--- src/lfr_pkg.sv ---
// Purpose: Constants and types for the low-frequency receiver status and data registers.
// Assumes: APB slave, 32-bit data, one aligned word per register.
// Notes: Offsets of all registers are local choices.
// How it works
// - Completed byte sets byte ready bit 7
// - Byte ready plus enable requests interrupt
// - Acknowledge or byte read clears byte ready
// - Bit time error sets bit 6, data kept
// - Error stays clear in carrier mode; enable gates
// - Carrier count reached sets bit 5 unless toggle
// - ID match sets bit 4 outside carrier mode, enable gates
// - Unread byte overwritten sets overrun bit 3
// - Byte stored plus end of message sets bit 2
// - Overrun stays clear in carrier mode
// - Bit 1 selects low power sniff, reset one
// - Acknowledge one clears all six flags
// - Acknowledge self clears, reads zero
// - Reset clears all six flags
// - Byte register read-only, page zero only
// - Assemble serial bits into bytes, overwrite
// - Writes to byte register ignored
// - Reset clears enables; no global mask
package lfr_pkg;
	localparam logic [11:0] LFR_STATUS_OFS = 12'h000;
	localparam logic [11:0] LFR_BYTE_OFS = 12'h004;
	localparam logic [11:0] LFR_IRQEN_OFS = 12'h008;
	localparam logic [11:0] LFR_CTRL_OFS = 12'h00C;
	localparam logic [11:0] LFR_PAGE_OFS = 12'h010;
	localparam int LFR_READY_BIT = 7;
	localparam int LFR_ERROR_BIT = 6;
	localparam int LFR_CARRIER_BIT = 5;
	localparam int LFR_IDMATCH_BIT = 4;
	localparam int LFR_OVERRUN_BIT = 3;
	localparam int LFR_EOM_BIT = 2;
	localparam int LFR_SNIFF_BIT = 1;
	localparam int LFR_ACK_BIT = 0;
	localparam int LFR_EN_READY_BIT = 7;
	localparam int LFR_EN_ERROR_BIT = 6;
	localparam int LFR_EN_CARRIER_BIT = 5;
	localparam int LFR_EN_IDMATCH_BIT = 4;
	localparam int LFR_CTRL_TOGGLE_BIT = 4;
	localparam int LFR_CTRL_COUNT_LSB = 0;
	localparam logic LFR_SNIFF_RST = 1'b1;
	localparam logic [3:0] LFR_IRQEN_RST = 4'h0;
	localparam logic [3:0] LFR_COUNT_RST = 4'h0;
	localparam logic [2:0] LFR_BITCNT_LAST = 3'h7;

	typedef struct packed {
		logic ready;
		logic error;
		logic carrier;
		logic idmatch;
		logic overrun;
		logic eom;
	} lfr_flags_s;

	// Decoder events, one-cycle pulses on pclk
	typedef struct packed {
		logic bit_valid;
		logic bit_value;
		logic bit_time_error;
		logic end_of_message;
		logic carrier_valid;
		logic id_match;
	} lfr_events_s;
endpackage

--- src/lfr_status_data.sv ---
// Purpose: Status flags and received byte register behind an APB slave.
// Assumes: Decoder events are synchronous to pclk, one cycle each.
// Notes: Slave answers in the access cycle, no wait states.
//
// The implementer's own choices: the APB register port and the address map.
`timescale 1ns/10ps
module lfr_status_data (
	// APB
	input wire logic pclk,
	input wire logic presetn,
	input wire logic psel,
	input wire logic penable,
	input wire logic pwrite,
	input wire logic [11:0] paddr,
	input wire logic [31:0] pwdata,
	output logic [31:0] prdata,
	output logic pready,
	output logic pslverr,
	// Decoder side
	input wire lfr_pkg::lfr_events_s events,
	input wire logic carrier_mode,
	// Outputs
	output logic irq,
	output logic low_power_sniff_select,
	output logic toggle_mode_select,
	output logic [3:0] validation_count_field
);
	import lfr_pkg::*;

	lfr_flags_s flags_q;
	logic [7:0] shift_q;
	logic [2:0] bitcnt_q;
	logic [7:0] receive_byte_q;
	logic [3:0] irq_en_q;
	logic sniff_q;
	logic toggle_q;
	logic [3:0] count_q;
	logic [3:0] valcnt_q;
	logic page_q;
	logic [31:0] prdata_q;
	logic irq_q;

	logic acc;
	logic wr;
	logic rd;
	logic byte_done;
	logic ack_wr;
	logic byte_rd;
	logic carrier_hit;
	logic [7:0] byte_next;

	assign acc = psel & penable;
	assign wr = acc & pwrite;
	assign rd = acc & ~pwrite;
	assign byte_next = {shift_q[6:0], events.bit_value};
	assign byte_done = events.bit_valid & ~carrier_mode & (bitcnt_q == LFR_BITCNT_LAST);
	// Acknowledge is a strobe, never stored: it self clears and reset cannot touch it
	assign ack_wr = wr & ~page_q & (paddr == LFR_STATUS_OFS) & pwdata[LFR_ACK_BIT];
	assign byte_rd = rd & ~page_q & (paddr == LFR_BYTE_OFS);
	assign carrier_hit = carrier_mode & ~toggle_q & events.carrier_valid & (valcnt_q == count_q);

	function automatic logic flag_next(input logic cur, input logic set, input logic clr);
		// Set wins so no event is lost
		flag_next = set | (cur & ~clr);
	endfunction

	// Serial assembly
	always_ff @(posedge pclk or negedge presetn) begin
		if (!presetn) begin
			shift_q <= 8'h00;
			bitcnt_q <= 3'h0;
		end else if (events.bit_valid & ~carrier_mode) begin
			shift_q <= byte_next;
			bitcnt_q <= bitcnt_q + 3'h1;
		end
	end

	// Completed byte overwrites; bus writes never reach it
	always_ff @(posedge pclk or negedge presetn) begin
		if (!presetn) begin
			receive_byte_q <= 8'h00;
		end else if (byte_done) begin
			receive_byte_q <= byte_next;
		end
	end

	// Carrier validation counter
	always_ff @(posedge pclk or negedge presetn) begin
		if (!presetn) begin
			valcnt_q <= 4'h0;
		end else if (!carrier_mode || toggle_q || ack_wr) begin
			valcnt_q <= 4'h0;
		end else if (events.carrier_valid && valcnt_q != count_q) begin
			valcnt_q <= valcnt_q + 4'h1;
		end
	end

	// Flags; error, overrun and eom held clear in carrier mode
	always_ff @(posedge pclk or negedge presetn) begin
		if (!presetn) begin
			flags_q <= '0;
		end else begin
			flags_q.ready <= flag_next(flags_q.ready, byte_done, ack_wr | byte_rd);
			flags_q.error <= ~carrier_mode &
				flag_next(flags_q.error, events.bit_time_error, ack_wr);
			flags_q.carrier <= flag_next(flags_q.carrier, carrier_hit, ack_wr);
			flags_q.idmatch <= flag_next(flags_q.idmatch, ~carrier_mode & events.id_match,
				ack_wr);
			flags_q.overrun <= ~carrier_mode &
				flag_next(flags_q.overrun, byte_done & flags_q.ready & ~byte_rd, ack_wr);
			flags_q.eom <= ~carrier_mode &
				flag_next(flags_q.eom, byte_done & events.end_of_message, ack_wr);
		end
	end

	// Control registers
	always_ff @(posedge pclk or negedge presetn) begin
		if (!presetn) begin
			irq_en_q <= LFR_IRQEN_RST;
			sniff_q <= LFR_SNIFF_RST;
			toggle_q <= 1'b0;
			count_q <= LFR_COUNT_RST;
			page_q <= 1'b0;
		end else if (wr) begin
			if (!page_q && paddr == LFR_STATUS_OFS) begin
				sniff_q <= pwdata[LFR_SNIFF_BIT];
			end
			if (paddr == LFR_IRQEN_OFS) begin
				irq_en_q <= pwdata[LFR_EN_READY_BIT:LFR_EN_IDMATCH_BIT];
			end
			if (paddr == LFR_CTRL_OFS) begin
				toggle_q <= pwdata[LFR_CTRL_TOGGLE_BIT];
				count_q <= pwdata[LFR_CTRL_COUNT_LSB +: 4];
			end
			if (paddr == LFR_PAGE_OFS) begin
				page_q <= pwdata[0];
			end
		end
	end

	// Read mux; ack bit always reads zero
	always_ff @(posedge pclk or negedge presetn) begin
		if (!presetn) begin
			prdata_q <= 32'h0000_0000;
		end else if (psel && !penable && !pwrite) begin
			prdata_q <= 32'h0000_0000;
			unique case (paddr)
				LFR_STATUS_OFS: if (!page_q) begin
					prdata_q[7:0] <= {flags_q, sniff_q, 1'b0};
				end
				LFR_BYTE_OFS: if (!page_q) begin
					prdata_q[7:0] <= receive_byte_q;
				end
				LFR_IRQEN_OFS: prdata_q[7:4] <= irq_en_q;
				LFR_CTRL_OFS: prdata_q[4:0] <= {toggle_q, count_q};
				LFR_PAGE_OFS: prdata_q[0] <= page_q;
				default: prdata_q <= 32'h0000_0000;
			endcase
		end
	end

	// Interrupt request, not subject to any global mask
	always_ff @(posedge pclk or negedge presetn) begin
		if (!presetn) begin
			irq_q <= 1'b0;
		end else begin
			irq_q <= (flags_q.ready & irq_en_q[3]) | (flags_q.error & irq_en_q[2]) |
				(flags_q.carrier & irq_en_q[1]) | (flags_q.idmatch & irq_en_q[0]);
		end
	end

	assign prdata = prdata_q;
	assign pready = 1'b1;
	assign pslverr = 1'b0;
	assign irq = irq_q;
	assign low_power_sniff_select = sniff_q;
	assign toggle_mode_select = toggle_q;
	assign validation_count_field = count_q;
endmodule

--- config.mk ---
export PLATFORM = sky130hd
export DESIGN_NAME = lfr_status_data
export DESIGN_NICKNAME = d
export VERILOG_FILES = /design/src/lfr_pkg.sv /design/src/lfr_status_data.sv
export SDC_FILE = /design/constraint.sdc
export NUM_CORES = 1
export LEC_CHECK = 0
export ABC_AREA = 1
export BUFFER_PORTS_ARGS = -buffer_cell sky130_fd_sc_hd__buf_2
export CAP_MARGIN = 15
export CORE_UTILIZATION = 45
export DETAILED_ROUTE_END_ITERATION = 10
export PLACE_DENSITY = 0.81
export SETUP_SLACK_MARGIN = 0.15
export SYNTH_ARGS = -nofsm -noshare
export SYNTH_HDL_FRONTEND = slang
export SYNTH_SLANG_ARGS = --single-unit
--- constraint.sdc ---
create_clock -name pclk -period 1.9 [get_ports pclk]
set_clock_uncertainty 0.2 [all_clocks]
set_input_delay 0.095 -clock pclk [delete_from_list [all_inputs] [get_ports pclk]]
set_output_delay 0.095 -clock pclk [all_outputs]
set_load 0.03 [all_outputs]
==> results of run 1 <==
## worst min-delay path by stage
stage | to | slack [ns] | cells past startpoint
6_report | page_q | 0.009 | 5
4_1_cts | page_q | 0.003 | 5
2_1_floorplan | bitcnt_q[0] | -0.40 | 0
3_5_place_dp | shift_q[0] | -0.06 | 1
5_1_grt | prdata[6] | 0.05 | 5
3_3_place_gp | bitcnt_q[1] | -0.07 | 1
## sequential cells by signal, indices dropped and copies added (netlist names)
| signal | count |
|---|---|
| page_q | 1 |
| low_power_sniff_select | 1 |
| receive_byte_q | 8 |
| shift_q | 7 |
| prdata | 8 |
| flags_q | 6 |
| bitcnt_q | 3 |
| toggle_mode_select | 1 |
| irq | 1 |
| irq_en_q | 4 |
| valcnt_q | 4 |
| validation_count_field | 4 |
## through the flow
| stage | instances | hold WS [ns] |
|---|---|---|
| 4_1_cts | 464 | 0.002890 |
| 3_3_place_gp | 440 | -0.07092 |
| 5_1_grt | 464 | 0.05048 |
| 6_report | 464 | 0.009317 |
| 3_5_place_dp | 440 | -0.06148 |
| 2_1_floorplan | 350 | -0.4006 |
## critical path, stage by stage
cell           delay (ns)
dlygate4sd3_1        0.53
buf_2                0.15
inv_1                0.18
nand2_1              0.25
buf_4                0.24
o21ai_0              0.17
## area by class of cell
| type | instances | area [sq um] | share of cell area (%) |
|---|---|---|---|
| well taps | 72 | 90.09 | 2.904 |
| multi-input cells | 235 | 1144 | 36.87 |
| clock buffers | 6 | 82.58 | 2.662 |
| flip-flops and latches | 48 | 1202 | 38.77 |
| repair buffers | 67 | 440.4 | 14.20 |
| inverters | 34 | 127.6 | 4.115 |
| clock inverters | 2 | 15.01 | 0.4841 |
## cell usage in the layout (no fill, tap or decap), types with 2 or more instances in the layout
master / n
nor2_1: 20
buf_4: 4
inv_1: 34
nor3_1: 3
a21oi_1: 7
nand3_1: 25
nand2_2: 2
conb_1: 26
nor2_2: 3
o21ai_1: 6
dfrtp_1: 47
buf_2: 46
nand2_1: 89
ha_1: 3
nand4_1: 18
o21ai_0: 19
dlygate4sd3_1: 16
clkinvlp_4: 2
mux2_2: 2
nand3b_1: 4
clkbuf_8: 6
nand3_4: 2
## power groups by stage
stage	Clock [mW]	Combinational (mW)	Sequential, mW
after floorplan	0	0.335	1.25
after global placement	0	0.387	1.27
after detailed placement	0	0.404	1.28
after CTS	0.649	0.432	1.26
after global routing	0.702	0.493	1.28
final	0.636	0.435	1.26
## Yosys cell counts, drive strengths merged
master  instances
a21oi           7
nor3            4
buf            32
xnor2           1
nor2           24
mux2            2
nand3b          4
clkbuf          1
ha              3
inv            34
and2            1
nand3          28
dfrtp          47
conb            2
nand4          19
dfstp           1
nand2          91
o21ai          25
## what timing repair did
item / in CTS / in global routing
hold buffers: 16 / 0
gates resized for setup: 0 / 1
setup endpoints to repair: 0 / 1
hold endpoints to repair: 46 / 0
## layer usage
layer	track usage [%]	share of wire, %	up-vias
li1	-	-	1133
met4	7.222	2.3	0
met5	0	0	-
met3	3.488	5.5	15
met1	24.23	44	1069
met2	32.11	48	83
## cell families (layout without fill, tap and decap cells)
kind of cell / Yosys count / after routing / synth area share (%)
other cells: 2 / 26 / 0.2871
mux: 2 / 2 / 0.8608
simple gates: 171 / 171 / 30.94
flops: 48 / 48 / 45.96
fa+ha+maj: 3 / 3 / 1.435
buf+inv: 67 / 109 / 14.06
xor+xnor: 1 / 1 / 0.3348
compound gates: 32 / 32 / 6.121
==> results.cfg, run 1 <==
[run_status]
status = completed

[detailed_routing]
wire_per_inst_microns = 11.67
drt_iter0_drc = 243
drc = 0
first_pass_iters = 4
ant_nets = 0
via_count = 2300
via_per_inst = 4.957
wl_mm = 5.417

[clocking]
path_clk_slew_ns = 0.09
clock_latency_ns = 0.30
cts_setup_buffers = 0
cts.sinks = 48
clockRootBuffer = clkbuf_8
h-tree-depth = 2
cts_inserted_buffers = 5
cts_tree = done
cts_max_path_buffers = 2

[global_route]
grt_pass1_vias = 2114
grt_overflow = 0
grt_start_max_net_pins = 26
antenna_found_initial = 0
grt_pass1_wl_mm = 9.218
grt_usage_pct = 19.02

[setup_path]
path_class = input port to flop
end_kind = flop
crit_end = shift_q[4]
rrSetupSlack_ns = 0.31
r2r_cells = 9
r2r_end = valcnt_q[2]
worstPathArrival_ns = 1.63
startpoint = carrier_mode
cp.required_ns = 1.91
critPathMaxFanout = 10
worstReg2RegStart = validation_count_field[3]
startpoint_type = input port

[timing]
slew_headroom_pct = 60.02
fmax_ghz = 0.6183
fin_crit_ns = 1.617
fin_crit_sh_pct = 85.13
setup_viol = 0
setup_slack_ns = 0.2826
hold_viol_final = 0
fin_setup_tns_ns = 0
max_slew.worst_pin.slew_ns = 0.5997
rsz0062_at_grt = false
slew_viol_final = 0

[power_and_ir_drop]
p_leak_nw = 1.653
clkPwrFrac_pct = 27.2
p_seq_share_pct = 54.1
switching_share_pct = 30.10
ir_drop_uv = 508.1
p_per_area_nw_per_um2 = 752.8
power.internal_mw = 1.632
switchingPower_uw = 702.7
p_comb_share_pct = 18.6
power_mw = 2.335

[place]
port_buffers = 46
place_area_sq_um = 2836
gp_congestion = 0.8603
place_worst_setup_slack_ns = 0.2503
place_hpwl_mm = 4.017

[final_layout]
fillers = 512
fin_util_pct = 55.98
syn2layout_area_growth_pct = 18.56
fin_area_sq_um = 3102
drive_gt1_share_pct = 18.62
num_antenna_cells = 0
nets = 450

[yosys]
ys_top_cells_by_area = dfrtp_1, nand2_1, buf_4, inv_1, nand3_1
yosys.area.top_type = dfrtp_1
synth_area_per_cell_sq_um = 8.025
ys.warnings.count = 0
netlist_instances = 326
synth_area_sq_um = 2616
seq_area_frac_synth_pct = 45.96
synth.top_cell.area_share_pct = 44.95
ys_types = 29
ys_seq_elements = 48

[die]
die_y_microns = 78.25
ios = 97
dieArea_sq_um = 6123
initial_core_util_pct = 47.22
core_area_sq_um = 5540
die_w_microns = 78.25
num_rows = 27

[worst_hold_path]
hp-class = input port to flop
hp-start = paddr[4]

[job]
max_cap_viol_count = 0
(Power assumes the default switching activity.)
==> run 2: changes to the inputs <==
==> constraint.sdc (replaced) <==
create_clock -name pclk -period 1.9 [get_ports pclk]
set_clock_uncertainty 0.2 [all_clocks]
set_input_delay 0.19 -clock pclk [delete_from_list [all_inputs] [get_ports pclk]]
set_output_delay 0.19 -clock pclk [all_outputs]
set_load 0.03 [all_outputs]
==> results.cfg, run 2 (same netlist as run 1, synthesis figures left out) <==
[setup_path]
cp.required_ns = 1.88
end_kind = flop
path_class = input port to flop
critPathMaxFanout = 10
worstPathArrival_ns = 1.64
startpoint_type = input port

[global_route]
grt_start_max_net_pins = 33
grt_usage_pct = 18.86
antenna_found_initial = 0
grt_overflow = 0
grt_pass1_vias = 2078
grt_pass1_wl_mm = 9.045

[die]
ios = 97
dieArea_sq_um = 6123
num_rows = 27
initial_core_util_pct = 47.22
core_area_sq_um = 5540
die_y_microns = 78.25
die_w_microns = 78.25

[final_layout]
final_cells = 464
layout.cells.most_common = nand2_1
num_antenna_cells = 0
fin_util_pct = 56.23
syn2layout_area_growth_pct = 19.08
mostFrequentLayoutCells = nand2_1, dfrtp_1, buf_2
nets = 450
drive_gt1_share_pct = 18.88

[timing]
rsz0062_at_grt = true
hold_viol_final = 0
slew_viol_final = 0
setup_slack_ns = 0.2375
fmax_ghz = 0.6015
hold_slack_ns = 0.02984
setup_viol = 0
fin_crit_ns = 1.662
fin_setup_tns_ns = 0
fin_crit_sh_pct = 87.50

[detailed_routing]
via_per_inst = 4.877
first_pass_iters = 4
drc = 0
via_count = 2263
ant_nets = 0
wire_per_inst_microns = 11.60
drt_iter0_drc = 150
wl_mm = 5.382

[power_and_ir_drop]
p_seq_share_pct = 51.4
switching_share_pct = 28.35
p_comb_share_pct = 17.3
power.internal_mw = 1.766
p_per_area_nw_per_um2 = 791.2
ir_drop_uv = 568.6
switchingPower_uw = 698.8
clkPwrFrac_pct = 31.3
p_leak_nw = 1.672

[clocking]
clockRootBuffer = clkbuf_8
cts_max_path_buffers = 2
cts_setup_buffers = 0
cts_tree = done
cts_inserted_buffers = 5
clock_latency_ns = 0.30
ctsResizeCount = 0
path_clk_slew_ns = 0.08
h-tree-depth = 2
cts.sinks = 48

[job]
max_cap_viol_count = 0

[place]
placedCellCount = 441
place_hpwl_mm = 4.035
port_buffers = 46
gp_congestion = 0.8378
place_worst_setup_slack_ns = 0.2883

[run_status]
status = completed

[worst_hold_path]
hp-class = input port to flop
run 2: changes by cell type in the layout (fill, tap and decap cells not counted), sizes merged:
cell / before / now
buf: 51 / 52
clkinv: 0 / 1
dlygate4sd3: 16 / 15
bufinv: 0 / 1
clkinvlp: 2 / 0
run 2: critical path, cell delays in order:
cell and delay [ns]:
dlygate4sd3_1 0.55, buf_2 0.15, inv_1 0.14, nand2_1 0.24, buf_4 0.24, nand2_1 0.05, o21ai_0 0.08
run 2: what timing repair did:
action                                  4_1_cts  5_1_grt
endpoints found under the hold margin        66        0
endpoints found under the setup margin        0        2
hold buffers                                 15        0
run 2: final cells by class:
type | count | area (sq um)
Multi-Input combinational cell | 235 | 1136
Sequential cell | 48 | 1202
Timing Repair Buffer | 67 | 437.9
Clock buffer | 6 | 82.58
Inverter | 34 | 127.6
Clock inverter | 2 | 38.79
Tap cell | 72 | 90.09
Fill cell | 521 | 2425
run 2: routing by layer:
layer	vias up	track usage, %	share of wire, %
met5	-	0	0
li1	1136	-	-
met1	1040	22.66	45
met2	76	32.19	48
met3	11	4.419	4.7
met4	0	8.148	2.3
run 2: final timing paths:
path / from / end / slack [ns] / cells past startpoint
worst max register to register: bitcnt_q[0] / flags_q[1] / 0.28 / 5
worst max-delay path: carrier_mode / shift_q[3] / 0.24 / 7
max in group asynchronous: presetn / shift_q[0] / 0.86 / 3
worst min-delay path: events[5] / flags_q[0] / 0.03 / 3
min in group asynchronous: presetn / prdata[2] / 0.14 / 2
worst min register to register: prdata[4] / prdata[4] / 0.29 / 2
run 2: power by group through the flow:
| stage | clock [mW] | combinational [mW] | sequential [mW] |
|---|---|---|---|
| floorplan | 0 | 0.335 | 1.25 |
| global placement | 0 | 0.385 | 1.27 |
| detailed placement | 0 | 0.408 | 1.28 |
| CTS | 0.786 | 0.433 | 1.26 |
| global route | 0.834 | 0.496 | 1.28 |
| finish | 0.771 | 0.427 | 1.27 |
run 2: stage by stage:
stage               power (mW)  cell area [sq um]
CTS                      2.484               3115
global placement         1.660               2844
detailed placement       1.692               2844
finish                   2.465               3115
floorplan                1.584               2706
global route             2.613               3115
